$ cat src/logic/fsc_pkg.sv
// Shared constants, types and reset values of the forced stop controller.
package fsc_pkg;
   // ---------------------------------------------------------------
   // Timing
   // ---------------------------------------------------------------
   localparam int CLK_PERIOD_NS = 8;
   localparam int MS_PERIOD_NS = 1000000;
   localparam int MS_CYCLES_DEF = MS_PERIOD_NS / CLK_PERIOD_NS;
   localparam int TICK_W = 20;
   // ---------------------------------------------------------------
   // Widths
   // ---------------------------------------------------------------
   localparam int ADDR_W = 5;
   localparam int DATA_W = 32;
   localparam int TRQ_W = 10;
   localparam int TIME_W = 14;
   localparam int SPD_W = 16;
   localparam int PIN_N = 8;
   localparam int ALLOC_W = 4;
   localparam int METH_W = 3;
   localparam int SOFF_W = 2;
   localparam int ERR_W = 24;
   // ---------------------------------------------------------------
   // Register byte offsets
   // ---------------------------------------------------------------
   localparam logic [ADDR_W-1:0] OFS_CTRL = 5'h00;
   localparam logic [ADDR_W-1:0] OFS_CONFIG = 5'h04;
   localparam logic [ADDR_W-1:0] OFS_ESTOP_TRQ = 5'h08;
   localparam logic [ADDR_W-1:0] OFS_DECEL_TIME = 5'h0c;
   localparam logic [ADDR_W-1:0] OFS_MAX_TRQ = 5'h10;
   localparam logic [ADDR_W-1:0] OFS_STATUS = 5'h14;
   // ---------------------------------------------------------------
   // Field positions
   // ---------------------------------------------------------------
   localparam int CTRL_SERVO_ON_BIT = 0;
   localparam int CTRL_TORQUE_BIT = 1;
   localparam int CTRL_RESTART_BIT = 2;
   localparam int CFG_ALLOC_LSB = 0;
   localparam int CFG_METHOD_LSB = 4;
   localparam int CFG_SOFF_LSB = 8;
   localparam int CFG_PEND_LSB = 12;
   localparam int ST_ACTIVE_BIT = 0;
   localparam int ST_DECEL_BIT = 1;
   localparam int ST_STOPPED_BIT = 2;
   localparam int ST_METHOD_LSB = 4;
   localparam int ST_INPUT_BIT = 8;
   localparam int ST_ALLOC_BIT = 9;
   // ---------------------------------------------------------------
   // Limits and reset values
   // ---------------------------------------------------------------
   localparam logic [TRQ_W-1:0] TRQ_LIMIT = 10'h320;
   localparam logic [TRQ_W-1:0] TRQ_RST = TRQ_LIMIT;
   localparam logic [TRQ_W-1:0] MAX_TRQ_RST = 10'h12c;
   localparam logic [TIME_W-1:0] DECEL_LIMIT = 14'h2710;
   localparam logic [TIME_W-1:0] DECEL_RST = 14'h0000;
   localparam logic [SPD_W-1:0] MAX_SPEED_DEF = 16'h1770;
   // ---------------------------------------------------------------
   // Types
   // ---------------------------------------------------------------
   typedef enum logic [METH_W-1:0] {
      FSM_DB_COAST, FSM_TRQ_SOFF, FSM_TRQ_COAST, FSM_TIME_SOFF, FSM_TIME_COAST
   } fsc_method_e;
   typedef enum logic [SOFF_W-1:0] {
      SOFF_DB, SOFF_COAST, SOFF_TRQ_LOCK
   } fsc_soff_e;
   typedef enum logic [2:0] {
      ST_BASE_BLOCK, ST_RUN, ST_DECEL_TRQ, ST_DECEL_TIME, ST_STOPPED
   } fsc_stop_e;
   typedef struct packed {
      logic brake_short;
      logic coast;
      logic servo_lock;
      logic speed_ovr;
      logic [SPD_W-1:0] speed_ref;
      logic trq_lim_en;
      logic [TRQ_W-1:0] trq_lim;
   } fsc_drive_s;
   typedef struct packed {
      fsc_stop_e st;
      logic servo_on;
      logic torque_mode;
      logic [ALLOC_W-1:0] alloc;
      fsc_method_e meth_pend;
      fsc_method_e meth_act;
      fsc_method_e meth_run;
      fsc_soff_e soff;
      logic [TRQ_W-1:0] estop_trq;
      logic [TRQ_W-1:0] max_trq;
      logic [TIME_W-1:0] decel;
      logic ramp_load;
      logic ack;
      logic [DATA_W-1:0] rdata;
      fsc_drive_s drv;
   } fsc_core_s;
   typedef struct packed {
      logic [SPD_W-1:0] speed;
      logic [ERR_W-1:0] err;
   } fsc_ramp_s;
   typedef struct packed {
      logic [TICK_W-1:0] cnt;
      logic tick;
   } fsc_tick_s;
   // Power-up state: servo-off method forced to torque stop and lock.
   localparam fsc_core_s CORE_RST = '{st: ST_BASE_BLOCK,
      meth_pend: FSM_TRQ_SOFF, meth_act: FSM_TRQ_SOFF,
      meth_run: FSM_TRQ_SOFF, soff: SOFF_TRQ_LOCK, estop_trq: TRQ_RST,
      max_trq: MAX_TRQ_RST, decel: DECEL_RST, default: '0};
endpackage

$ cat src/logic/fsc_tick.sv
// Millisecond tick generator for the forced stop controller.
`timescale 1ns/1ps
module fsc_tick import fsc_pkg::*; #(
   parameter int CYCLES = MS_CYCLES_DEF
) (
   input wire logic mclk,
   input wire logic rst,
   output logic tick
);
   fsc_tick_s cur_reg;
   fsc_tick_s cur_next;

   // Count clock cycles and pulse once per millisecond.
   always_comb begin
      cur_next = cur_reg;
      cur_next.tick = (cur_reg.cnt == TICK_W'(CYCLES - 1));
      cur_next.cnt = cur_next.tick ? '0 : cur_reg.cnt + TICK_W'(1);
   end

   // State register.
   always_ff @(posedge mclk) begin
      if (rst) begin
         cur_reg <= '0;
      end else begin
         cur_reg <= cur_next;
      end
   end

   assign tick = cur_reg.tick;
endmodule

$ cat src/logic/fsc_ramp.sv
// Linear speed ramp to zero with a slope set by full-speed decel time.
`timescale 1ns/1ps
module fsc_ramp import fsc_pkg::*; (
   input wire logic mclk,
   input wire logic rst,
   input wire logic load,
   input wire logic tick,
   input wire logic [SPD_W-1:0] start_speed,
   input wire logic [SPD_W-1:0] max_speed,
   input wire logic [TIME_W-1:0] decel_time,
   output logic [SPD_W-1:0] speed,
   output logic done
);
   fsc_ramp_s cur_reg;
   fsc_ramp_s cur_next;

   // Each millisecond adds max speed to an error sum; each whole decel
   // time in the sum takes one speed step, so full speed ends on time.
   always_comb begin
      cur_next = cur_reg;
      if (load) begin
         cur_next.speed = start_speed;
         cur_next.err = '0;
      end else if (decel_time == '0) begin
         cur_next.speed = '0;
      end else begin
         if (tick) begin
            cur_next.err = cur_reg.err + ERR_W'(max_speed);
         end
         if (cur_reg.err >= ERR_W'(decel_time) && cur_reg.speed != '0) begin
            cur_next.err = cur_next.err - ERR_W'(decel_time);
            cur_next.speed = cur_reg.speed - SPD_W'(1);
         end
      end
   end

   // State register.
   always_ff @(posedge mclk) begin
      if (rst) begin
         cur_reg <= '0;
      end else begin
         cur_reg <= cur_next;
      end
   end

   assign speed = cur_reg.speed;
   assign done = (cur_reg.speed == '0);
endmodule

$ cat src/logic/fsc_top.sv
// Forced stop controller with an Avalon-MM register slave.
//
// Summary of operation
// Input closed lets the drive run; input open stops the motor.
// An unallocated forced stop input has no effect at all.
// Method zero brakes by short circuit or coasts, per servo-off method.
// Methods one and two brake at emergency torque, then servo-off or coast.
// Methods three and four ramp down in time, then servo-off or coast.
// Torque control never decelerates; it brakes or coasts instead.
// Emergency torque is 0 to 800 percent, default 800, live.
// Applied stop torque never exceeds the motor maximum torque.
// Power-up sets servo-off method to torque stop then servo lock.
// Stop decel time is 0 to 10000 ms, default 0, live.
// Zero decel time commands zero speed at once.
// Ramp slope takes maximum speed to zero in the set time.
// A tripped stop holds while servo-on stays asserted.
// Host clears a stop with servo off, then servo on.
// A stop in effect drives the forced stop display.
// A new method only takes effect at restart.
// Status shows stop active until servo off then on; here it clears one cycle after servo off.
//
// Local design decisions: register access over Avalon-MM and the address map.
`timescale 1ns/1ps
module fsc_top import fsc_pkg::*; #(
   parameter int MS_CYCLES = MS_CYCLES_DEF,
   parameter logic [SPD_W-1:0] MAX_SPEED = MAX_SPEED_DEF
) (
   input wire logic mclk,
   input wire logic rst,
   input wire logic [ADDR_W-1:0] address,
   input wire logic read,
   input wire logic write,
   input wire logic [DATA_W-1:0] writedata,
   output logic [DATA_W-1:0] readdata,
   output logic waitrequest,
   input wire logic [PIN_N-1:0] forced_stop_input_pins,
   input wire logic [SPD_W-1:0] motor_speed,
   output fsc_drive_s drive,
   output logic forced_stop_display,
   output logic forced_stop_active
);
   fsc_core_s cur_reg;
   fsc_core_s cur_next;
   logic ms_tick;
   logic [SPD_W-1:0] ramp_speed;
   logic ramp_done;
   logic closed;
   logic allocated;
   logic active;

   // ---------------------------------------------------------------
   // Helpers
   // ---------------------------------------------------------------

   // Braking by short circuit or coasting, as the servo-off method says.
   function automatic fsc_drive_s db_or_coast(input fsc_soff_e soff);
      fsc_drive_s d;
      d = '0;
      d.coast = (soff == SOFF_COAST);
      d.brake_short = (soff != SOFF_COAST);
      return d;
   endfunction

   // What the drive does once the motor has come to rest.
   function automatic fsc_drive_s post_stop(input fsc_method_e m,
                                            input fsc_soff_e soff);
      fsc_drive_s d;
      d = '0;
      if (m == FSM_TRQ_COAST || m == FSM_TIME_COAST) begin
         d.coast = 1'b1;
      end else if (soff == SOFF_TRQ_LOCK) begin
         d.servo_lock = 1'b1;
      end else begin
         d = db_or_coast(soff);
      end
      return d;
   endfunction

   // Smaller of two torque figures.
   function automatic logic [TRQ_W-1:0] trq_min(input logic [TRQ_W-1:0] a,
                                               input logic [TRQ_W-1:0] b);
      return (a < b) ? a : b;
   endfunction

   // Clip a written word to the top of its setting range.
   function automatic logic [DATA_W-1:0] clip(input logic [DATA_W-1:0] v,
                                              input logic [DATA_W-1:0] lim);
      return (v > lim) ? lim : v;
   endfunction

   // ---------------------------------------------------------------
   // Input selection
   // ---------------------------------------------------------------

   // Allocation zero or out of range leaves the stop input unused.
   assign allocated = (cur_reg.alloc != '0) &&
                      (cur_reg.alloc <= ALLOC_W'(PIN_N));
   // Pin numbers start at one; an unused input reads as closed.
   assign closed = !allocated ||
      forced_stop_input_pins[3'(cur_reg.alloc - ALLOC_W'(1))];
   assign active = (cur_reg.st == ST_DECEL_TRQ) ||
                   (cur_reg.st == ST_DECEL_TIME) ||
                   (cur_reg.st == ST_STOPPED);

   // ---------------------------------------------------------------
   // Submodules
   // ---------------------------------------------------------------

   fsc_tick #(.CYCLES(MS_CYCLES)) u_tick (
      .mclk(mclk),
      .rst(rst),
      .tick(ms_tick)
   );

   fsc_ramp u_ramp (
      .mclk(mclk),
      .rst(rst),
      .load(cur_reg.ramp_load),
      .tick(ms_tick),
      .start_speed(motor_speed),
      .max_speed(MAX_SPEED),
      .decel_time(cur_reg.decel),
      .speed(ramp_speed),
      .done(ramp_done)
   );

   // ---------------------------------------------------------------
   // Next state
   // ---------------------------------------------------------------

   // Bus slave and stop sequencer in one pass over the state copy.
   always_comb begin
      cur_next = cur_reg;
      cur_next.ramp_load = 1'b0;
      // Every access waits one cycle, then completes.
      cur_next.ack = (read || write) && !cur_reg.ack;
      if (read && !cur_reg.ack) begin
         cur_next.rdata = '0;
         unique case (address)
            OFS_CTRL: begin
               cur_next.rdata[CTRL_SERVO_ON_BIT] = cur_reg.servo_on;
               cur_next.rdata[CTRL_TORQUE_BIT] = cur_reg.torque_mode;
            end
            OFS_CONFIG: begin
               cur_next.rdata[CFG_ALLOC_LSB +: ALLOC_W] = cur_reg.alloc;
               cur_next.rdata[CFG_METHOD_LSB +: METH_W] = cur_reg.meth_act;
               cur_next.rdata[CFG_SOFF_LSB +: SOFF_W] = cur_reg.soff;
               cur_next.rdata[CFG_PEND_LSB +: METH_W] = cur_reg.meth_pend;
            end
            OFS_ESTOP_TRQ: cur_next.rdata[TRQ_W-1:0] = cur_reg.estop_trq;
            OFS_DECEL_TIME: cur_next.rdata[TIME_W-1:0] = cur_reg.decel;
            OFS_MAX_TRQ: cur_next.rdata[TRQ_W-1:0] = cur_reg.max_trq;
            OFS_STATUS: begin
               cur_next.rdata[ST_ACTIVE_BIT] = active;
               cur_next.rdata[ST_DECEL_BIT] = (cur_reg.st == ST_DECEL_TRQ) ||
                                             (cur_reg.st == ST_DECEL_TIME);
               cur_next.rdata[ST_STOPPED_BIT] = (cur_reg.st == ST_STOPPED);
               cur_next.rdata[ST_METHOD_LSB +: METH_W] = cur_reg.meth_act;
               cur_next.rdata[ST_INPUT_BIT] = closed;
               cur_next.rdata[ST_ALLOC_BIT] = allocated;
            end
            default: cur_next.rdata = '0;
         endcase
      end
      if (write && cur_reg.ack) begin
         unique case (address)
            OFS_CTRL: begin
               cur_next.servo_on = writedata[CTRL_SERVO_ON_BIT];
               cur_next.torque_mode = writedata[CTRL_TORQUE_BIT];
               if (writedata[CTRL_RESTART_BIT]) begin
                  cur_next.meth_act = cur_reg.meth_pend;
               end
            end
            OFS_CONFIG: begin
               cur_next.alloc = writedata[CFG_ALLOC_LSB +: ALLOC_W];
               // Codes beyond the list are ignored; the old one stays.
               if (writedata[CFG_METHOD_LSB +: METH_W] <= FSM_TIME_COAST) begin
                  cur_next.meth_pend = fsc_method_e'(
                     writedata[CFG_METHOD_LSB +: METH_W]);
               end
               if (writedata[CFG_SOFF_LSB +: SOFF_W] <= SOFF_TRQ_LOCK) begin
                  cur_next.soff = fsc_soff_e'(
                     writedata[CFG_SOFF_LSB +: SOFF_W]);
               end
            end
            OFS_ESTOP_TRQ: cur_next.estop_trq = TRQ_W'(clip(writedata,
                                                DATA_W'(TRQ_LIMIT)));
            OFS_DECEL_TIME: cur_next.decel = TIME_W'(clip(writedata,
                                             DATA_W'(DECEL_LIMIT)));
            OFS_MAX_TRQ: cur_next.max_trq = writedata[TRQ_W-1:0];
            default: cur_next.max_trq = cur_reg.max_trq;
         endcase
      end
      // Stop sequencer.
      unique case (cur_reg.st)
         ST_BASE_BLOCK: begin
            cur_next.drv = '0;
            if (cur_reg.servo_on) begin
               cur_next.st = ST_RUN;
            end
         end
         ST_RUN: begin
            cur_next.drv = '0;
            if (!closed) begin
               cur_next.meth_run = cur_reg.meth_act;
               if (cur_reg.torque_mode || cur_reg.meth_act == FSM_DB_COAST) begin
                  cur_next.st = ST_STOPPED;
                  cur_next.drv = db_or_coast(cur_reg.soff);
               end else if (cur_reg.meth_act == FSM_TRQ_SOFF ||
                            cur_reg.meth_act == FSM_TRQ_COAST) begin
                  cur_next.st = ST_DECEL_TRQ;
                  cur_next.drv.speed_ovr = 1'b1;
                  cur_next.drv.trq_lim_en = 1'b1;
                  cur_next.drv.trq_lim = trq_min(cur_next.estop_trq,
                                                 cur_next.max_trq);
               end else begin
                  cur_next.st = ST_DECEL_TIME;
                  cur_next.ramp_load = 1'b1;
                  cur_next.drv.speed_ovr = 1'b1;
                  cur_next.drv.speed_ref = motor_speed;
               end
            end
         end
         ST_DECEL_TRQ: begin
            // Torque ceiling follows live setting changes. It is taken
            // from the settings' next values, so a write and the ceiling
            // land on the same edge and never disagree for a cycle.
            cur_next.drv.trq_lim = trq_min(cur_next.estop_trq,
                                           cur_next.max_trq);
            if (motor_speed == '0) begin
               cur_next.st = ST_STOPPED;
               cur_next.drv = post_stop(cur_reg.meth_run, cur_reg.soff);
            end
         end
         ST_DECEL_TIME: begin
            cur_next.drv.speed_ref = ramp_speed;
            // The ramp's done flag is stale until its load has landed.
            if (!cur_reg.ramp_load && ramp_done) begin
               cur_next.st = ST_STOPPED;
               cur_next.drv = post_stop(cur_reg.meth_run, cur_reg.soff);
            end
         end
         ST_STOPPED: cur_next.st = ST_STOPPED;
         default: cur_next.st = ST_BASE_BLOCK;
      endcase
      // Servo off always drops to base block, which also clears a stop.
      if (!cur_reg.servo_on) begin
         cur_next.st = ST_BASE_BLOCK;
         cur_next.drv = '0;
      end
   end

   // ---------------------------------------------------------------
   // State register and outputs
   // ---------------------------------------------------------------

   // State register.
   always_ff @(posedge mclk) begin
      if (rst) begin
         cur_reg <= CORE_RST;
      end else begin
         cur_reg <= cur_next;
      end
   end

   // Outputs.
   assign readdata = cur_reg.rdata;
   assign waitrequest = (read || write) && !cur_reg.ack;
   assign drive = cur_reg.drv;
   assign forced_stop_display = active;
   assign forced_stop_active = active;
endmodule

$ cat config.mk
export PLATFORM = sky130hd
export DESIGN_NAME = fsc_top
export DESIGN_NICKNAME = d
export VERILOG_FILES = /design/src/logic/fsc_pkg.sv /design/src/logic/fsc_tick.sv /design/src/logic/fsc_ramp.sv /design/src/logic/fsc_top.sv
export SDC_FILE = /design/constraint.sdc
export NUM_CORES = 1
export LEC_CHECK = 0
export BUFFER_PORTS_ARGS = -buffer_cell sky130_fd_sc_hd__buf_2
export CAP_MARGIN = 20
export CORE_MARGIN = 3
export CORE_UTILIZATION = 34
export CTS_CLUSTER_DIAMETER = 40
export DETAILED_ROUTE_END_ITERATION = 6
export PLACE_DENSITY = 0.51
export RECOVER_POWER = 100
export SYNTH_ARGS = -nofsm -noshare
export SYNTH_HDL_FRONTEND = slang
export SYNTH_SLANG_ARGS = --single-unit
$ cat constraint.sdc
create_clock -name mclk -period 4.6 [get_ports mclk]
set_clock_uncertainty 0.1 [all_clocks]
set_input_delay 0.46 -clock mclk [delete_from_list [all_inputs] [get_ports mclk]]
set_output_delay 0.46 -clock mclk [all_outputs]
set_load 0.05 [all_outputs]
* Word-level counts from Yosys, hierarchy flattened
Index checks and enable logic that the tools add are counted.
** Word-level totals
- Logic and storage cells :: 148
- Input bits :: 65
- Output and inout port bits :: 66
- Bits in registers :: 163
** Operators by class
- Magnitude comparators :: 8
- Equality and inequality tests :: 20
- Bitwise logic cells :: 3
- Reductions and logical operators :: 42
- Add/sub/neg operators :: 5
- Multiplexer cells :: 45
** Operators by type and width (count)
- 31-bit case mux with 4 select lines :: 1
- 24-bit 2-to-1 mux :: 4
- 31-bit 2-to-1 mux :: 3
- 40-bit 2-to-1 mux :: 2
- 10-bit 2-to-1 mux :: 4
- 34-bit 2-to-1 mux :: 1
- 32-bit by 10-bit greater-than comparator with 1-bit output, second input constant :: 1
- 32-bit by 14-bit greater-than comparator with 1-bit output, second input constant :: 1
- 16-bit logical NOT :: 2
- 16-bit 2-to-1 mux :: 2
- 29-bit 2-to-1 mux :: 1
- 14-bit 2-to-1 mux :: 2
- 28-bit 2-to-1 mux :: 1
- 24-bit by 13-bit adder with 24-bit output, second input constant :: 1
- 24-bit by 14-bit >= comparator with 1-bit output :: 1
- 24-bit by 14-bit subtractor with 24-bit output :: 1
- 20-bit by 1-bit adder with 20-bit output, second input constant :: 1
- 20-bit by 17-bit == test with 1-bit output, second input constant :: 1
- 16-bit nonzero test :: 1
- 16-bit by 1-bit subtractor with 16-bit output, second input constant :: 1
- 3-bit 2-to-1 mux :: 5
- 3-bit case mux with 5 select lines :: 1
- 3-bit AND reduction :: 5
- 14-bit logical NOT :: 1
- other kinds (38) :: 79

* Depth between registers and ports, before layout
Gate-level depths: netlist of run 1.
- Depth in word-level cells :: 10
- Depth in mapped cells :: 16

* Cells and area by module
Synthesis of run 1 repeated with hierarchy kept, for this count alone.
** Second synthesis, totals
- Cells, all modules :: 1336
- Area total of the unflattened synthesis :: 11099.4 sq um
** Modules (own cells, without submodules)
- fsc_top :: instances 1, area each 5502.8 sq um, seq. area each 2042.0 sq um, cells each 622
- fsc_ramp :: instances 1, area each 4642.0 sq um, seq. area each 800.8 sq um, cells each 606
- fsc_tick :: instances 1, area each 954.7 sq um, seq. area each 420.4 sq um, cells each 108

* Worst setup path before layout of run 1
No wires, ideal clock.
- Kind :: input -> register
- Start point :: in address[1]
- End point :: reg cur_reg (netlist bit drive[0])
- Path slack :: 0.490 ns
- Arrival time :: 3.941 ns
- Library setup time :: 0.069 ns
- Stages on the path :: 16
- Path through :: or4b_1 -> clkbuf_1 -> or3_1 -> buf_6 -> nor4_4 -> a22oi_1 -> inv_1 -> ha_1 -> a21oi_1 -> nor2b_1 -> o21ai_0 -> a21oi_1 -> or4_1 -> o22ai_4 -> mux2_2 -> o21ai_1
** RTL lines
- start, declared :: line fsc_top.sv:30 : input wire logic [ADDR_W-1:0] address,
- end signal, assigned :: line fsc_top.sv:262 : cur_reg <= cur_next;
- end, declared :: line fsc_top.sv:42 : fsc_core_s cur_reg;

==> impl_metrics.ini, run 1 <==
[outcome]
outcome = complete, but fails checks
violations = capacitance limit, slew limit

[sta]
finalMaxSlewViolations = 65
final-setup-viol-count = 0
max_freq_ghz = 0.240
grt_setup_unrepaired = no
hold_violations = 0
tns_ns = 0
period_needed_ns = 4.17
fin_ws_ns = 0.431
tightestPinTransition_ns = 2.94
period_share_pct = 90.6
relSlewSlack_pct = -95.7

[die]
die_h_um = 175
core_sq_mm = 0.0280
rows = 61
die_w_um = 175
start_util_pct = 34.8
die_area_sq_mm = 0.0307
ios = 131

[worst_setup_path]
r2r-start = u_ramp.cur_reg[4]$_SDFFE_PP0P_
crit_chain = buf_2 > or4_1 > nor4_1 > buf_4 > and2_1 > nand2b_1 > nor4_4 > a22oi_1 > inv_1 > ha_1 > a21oi_1 > nor2b_1 > o21ai_0 > a21oi_1 > or4_1 > o22ai_2 > mux2_2 > o21ai_0
critPathArrivalTime_ns = 4.43
cpPeakStageDelay_ns = 0.50
ff2ff_setup_slack_ns = 0.56
startpoint_type = input port
worstSetupPathType = in -> reg
reg2reg_to = u_ramp.cur_reg[14]$_SDFFE_PP0P_
r2r_cells = 17
slowest_stage = or4_1
required_ns = 4.86
crit_fanout = 10
cp-end-kind = flip-flop

[power_and_ir_drop]
p_leak_nw = 3.92
peakVddDrop_mv = 0.213
p_total_mw = 3.18
power_density_mw_per_mm2 = 294

[clock_tree]
clkLatencyLatePin_ns = 0.44
cts_tree = yes
holdBufCountCts = 0
root_buffer = clkbuf_16
cts_resized = 0
clk_path_buf_depth = 2
clk_pin_slew_ns = 0.08
cts_buffers = 17
post_cts_buffers = 0
htreeDepth = 4
cts_sinks = 163

[finish]
finish.utilization_pct = 38.7
finalNonFillerCells = 1630
drive_above_1_share_pct = 11.6
area_delta_synth_final_pct = 11.2
largest_reg_flops = 56
diodes = 0
nets = 1346

[detailed_routing]
antenna_left = 0
drc = 0
viasPerCell = 5.32
wirelength_um = 29300
drt_iter0_drc = 790
dr.pass1.iters = 5
vias = 8675
routedWlPerCell_um = 18.0

[logic_synthesis]
async_reset_ff_share_pct = 0
synth_commonest_cells = 163 x dfxtp_1, 150 x nor2_1, 91 x nand2_1
synth_top_area_share_pct = 33.5
synth_cell_types = 82
synth-seq-cells = 163
synthFlopType = dfxtp_1
synth_area_sq_mm = 0.00974
yosysMostFrequentCell = dfxtp_1
synth_edf_count = 0
synth-seq-area-share_pct = 33.5
synth_warnings = 0
synth_area_leaders = dfxtp_1 33%, nor2_1 5.8%, ha_1 5.3%
syn_inst = 1186
yosys.area.top_type = dfxtp_1
avgSynthCellArea_sq_um = 8.22

[global_route]
met1_usage_pct = 25.7
busiest_layer = met2
track_usage_pct = 18.9
gr-total-overflow = 0
use_met2_pct = 31.1
grt_start_max_net_pins = 65
use_met3_pct = 3.29
antenna_found_initial = 0
grt_pass1_wl_um = 46400
grt_pass1_vias = 8458

[min_path]
hold_path_end = u_ramp.speed[8]$_SDFFE_PP0P_
min_path_type = in -> reg
hp-start = motor_speed[8]
holdPathStages = 3

[place]
routabilityCongestion = 0.837
dp_slack_ns = 0.0942
port_buffers = 113
place_hpwl_um = 21700
placed_cells = 1597

[flow_run]
drv_cap = 1
==> logic make-up (layout without fill, tap and decap cells) <==
logic type | count (synthesis) | in the layout | synth area share, %
muxes | 37 | 37 | 4.31
DFF | 163 | 163 | 33.5
other | 1 | 17 | 0.0385
AOI/OAI and AO/OA | 253 | 253 | 18.5
and+or+nand+nor | 459 | 459 | 23.6
adders and majority gates | 42 | 42 | 5.47
buffers and inverters | 174 | 224 | 9.50
xor gates and xnor gates | 57 | 57 | 5.12
==> per-layer routing <==
metal	part of all wire [%]	routed length, um
met1	47	13700
met2	47	13700
met3	4.9	1430
met4	1.7	490
met5	0	0
==> how the worst max path moves through the flow <==
stage / start / endpoint / slack, ns / cells past startpoint
CTS: writedata[31] / drive[5]$_SDFFE_PP0P_ / 0.54 / 18
detailed placement: writedata[31] / drive[3]$_SDFFE_PP0P_ / 0.09 / 18
global route: writedata[31] / drive[5]$_SDFFE_PP0P_ / 0.14 / 18
finish: writedata[31] / drive[5]$_SDFFE_PP0P_ / 0.43 / 18
global placement: writedata[31] / drive[3]$_SDFFE_PP0P_ / 0.14 / 18
floorplan: address[1] / drive[0]$_SDFFE_PP0P_ / 0.49 / 16
==> report_power, final <==
part | switching [mW] | leakage, nW | total [mW] | internal, mW
logic | 0.195 | 2.31 | 0.281 | 0.0868
clock network | 0.724 | 0.296 | 1.46 | 0.737
registers | 0.0170 | 1.32 | 1.44 | 1.42
==> critical path: cells and delay by family <==
| kind | cells | cell delay (ns) |
|---|---|---|
| compound gates | 6 | 1.13 |
| fa+ha+maj | 1 | 0.23 |
| buf+inv | 3 | 0.36 |
| mux | 1 | 0.40 |
| simple gates | 7 | 1.84 |
==> layout make-up <==
type                            count  area, sq um
Sequential cell                   163         3260
Multi-Input combinational cell    865         5600
Inverter                           52          195
Tap cell                          378          473
Fill cell                        2925        17200
Timing Repair Buffer              140          694
Clock buffer                       17          425
Clock inverter                     15          183
==> stage by stage <==
stage                     instance area, sq um  hold WS, ns
after floorplan                           9800        0.318
after global placement                   10300        0.331
after detailed placement                 10300        0.335
after CTS                                10900        0.138
after global routing                     10800        0.147
final                                    10800        0.155
==> placed cells by master (no fill, tap or decap), drive strengths merged, types with 29 or more instances in the layout <==
cell type	instances
o21ai	55
xnor2	33
nor2	150
inv	58
nor3	29
buf	86
ha	41
clkbuf	71
a22oi	29
dfxtp	163
a21oi	45
nand3	29
nand2	92
No activity file was read; power rests on OpenSTA's default activity.
==> run 2, diff against run 1 <==
Settings changed: MAX_ROUTING_LAYER set to met4.
==> impl_metrics.ini, run 2 (synthesis gave the netlist of run 1 again) <==
[clock_tree]
holdBufCountCts = 0
cts_sinks = 163
clkLatencyLatePin_ns = 0.44
htreeDepth = 4
clk_path_buf_depth = 2
clk_pin_slew_ns = 0.08
post_cts_buffers = 0
root_buffer = clkbuf_16
cts_tree = yes
cts_buffers = 17
cts_resized = 0

[power_and_ir_drop]
power_density_mw_per_mm2 = 294
p_total_mw = 3.19
peakVddDrop_mv = 0.213
p_leak_nw = 3.92

[global_route]
antenna_found_initial = 0
gr-total-overflow = 0
track_usage_pct = 19.4
use_met2_pct = 31.1
grt_start_max_net_pins = 65
use_met3_pct = 3.07
grt_pass1_vias = 8467
busiest_layer = met2
grt_pass1_wl_um = 46400
met1_usage_pct = 25.8

[worst_setup_path]
crit_fanout = 10
critPathArrivalTime_ns = 4.43
cp-end-kind = flip-flop
r2r-start = u_ramp.cur_reg[4]$_SDFFE_PP0P_
r2r_cells = 17
required_ns = 4.87
worstSetupPathType = in -> reg
startpoint_type = input port
reg2reg_to = u_ramp.cur_reg[14]$_SDFFE_PP0P_
ff2ff_setup_slack_ns = 0.54

[flow_run]
drv_cap = 1

[detailed_routing]
wirelength_um = 29300
antenna_left = 0
routedWlPerCell_um = 18.0
drc = 0
drt_iter0_drc = 781
viasPerCell = 5.34
dr.pass1.iters = 6
vias = 8700

[place]
place_hpwl_um = 21700
post_dp_cell_area_sq_mm = 0.0103
routabilityCongestion = 0.850
port_buffers = 113

[finish]
fillers = 2925
layout_common_cells = 163 x dfxtp_1, 150 x nor2_1, 91 x nand2_1
final_common_cell = dfxtp_1
nets = 1346
final_area_sq_mm = 0.0108
drive_above_1_share_pct = 11.6
largest_reg_flops = 56
diodes = 0
area_delta_synth_final_pct = 11.2

[sta]
finalMaxSlewViolations = 65
tightestPinTransition_ns = 2.85
whs_ns = 0.153
max_freq_ghz = 0.240
final-setup-viol-count = 0
period_share_pct = 90.6
grt_setup_unrepaired = no
hold_violations = 0
relSlewSlack_pct = -90.2
tns_ns = 0
period_needed_ns = 4.17

[die]
die_h_um = 175
die_area_sq_mm = 0.0307
rows = 61
start_util_pct = 34.8
core_sq_mm = 0.0280
die_w_um = 175
ios = 131

[outcome]
outcome = complete, but fails checks
violations = capacitance limit, slew limit

[min_path]
hp-start = motor_speed[7]
hold_path_end = u_ramp.speed[7]$_SDFFE_PP0P_
min_path_type = in -> reg
holdPathStages = 3
[run 2: worst max-delay path by stage]
| stage | startpoint | to | slack (ns) | cells after the start |
|---|---|---|---|---|
| finish | writedata[31] | drive[5]$_SDFFE_PP0P_ | 0.43 | 18 |
| global route | writedata[31] | drive[5]$_SDFFE_PP0P_ | 0.14 | 18 |
| CTS | writedata[31] | drive[5]$_SDFFE_PP0P_ | 0.54 | 18 |
| detailed placement | writedata[31] | drive[3]$_SDFFE_PP0P_ | 0.09 | 18 |
| global placement | writedata[31] | drive[3]$_SDFFE_PP0P_ | 0.14 | 18 |
| floorplan | address[1] | drive[0]$_SDFFE_PP0P_ | 0.49 | 16 |
[run 2: final cells by class]
cell class              count  area (sq um)  area share (%)
clock inverters            15           183            1.69
clock buffers              17           425            3.93
repair buffers            140           694            6.41
well taps                 378           473            4.36
inverters                  52           195            1.80
multi-input cells         865          5600            51.7
flip-flops and latches    163          3260            30.1
[run 2: per-layer routing]
layer	routed length [um]	part of all wire, %
met1	13800	47
met2	13800	47
met3	1250	4.3
met4	473	1.6
met5	0	0
[run 2: through the flow]
step	worst slack (ns)	utilization, %	std cells
after floorplan	0.490	-	1202
after global routing	0.145	38.7	1630
final	0.434	38.7	1630
after CTS	0.541	39.0	1629
after global placement	0.136	36.8	1597
after detailed placement	0.0942	36.8	1597
[run 2: worst max-delay path, stage by stage]
cell and delay, ns:
buf_2 0.10, or4_1 0.50, nor4_1 0.32, buf_4 0.17
and2_1 0.12, nand2b_1 0.11, nor4_4 0.31, a22oi_1 0.16
inv_1 0.09, ha_1 0.23, a21oi_1 0.14, nor2b_1 0.06
o21ai_0 0.16, a21oi_1 0.09, or4_1 0.42, o22ai_2 0.46
mux2_2 0.40, o21ai_0 0.13
[run 2: report_power, final]
| group | switching [mW] | internal (mW) | leakage [nW] |
|---|---|---|---|
| registers | 0.0170 | 1.42 | 1.32 |
| clock network | 0.728 | 0.737 | 0.296 |
| logic | 0.195 | 0.0868 | 2.31 |
| total | 0.940 | 2.25 | 3.92 |
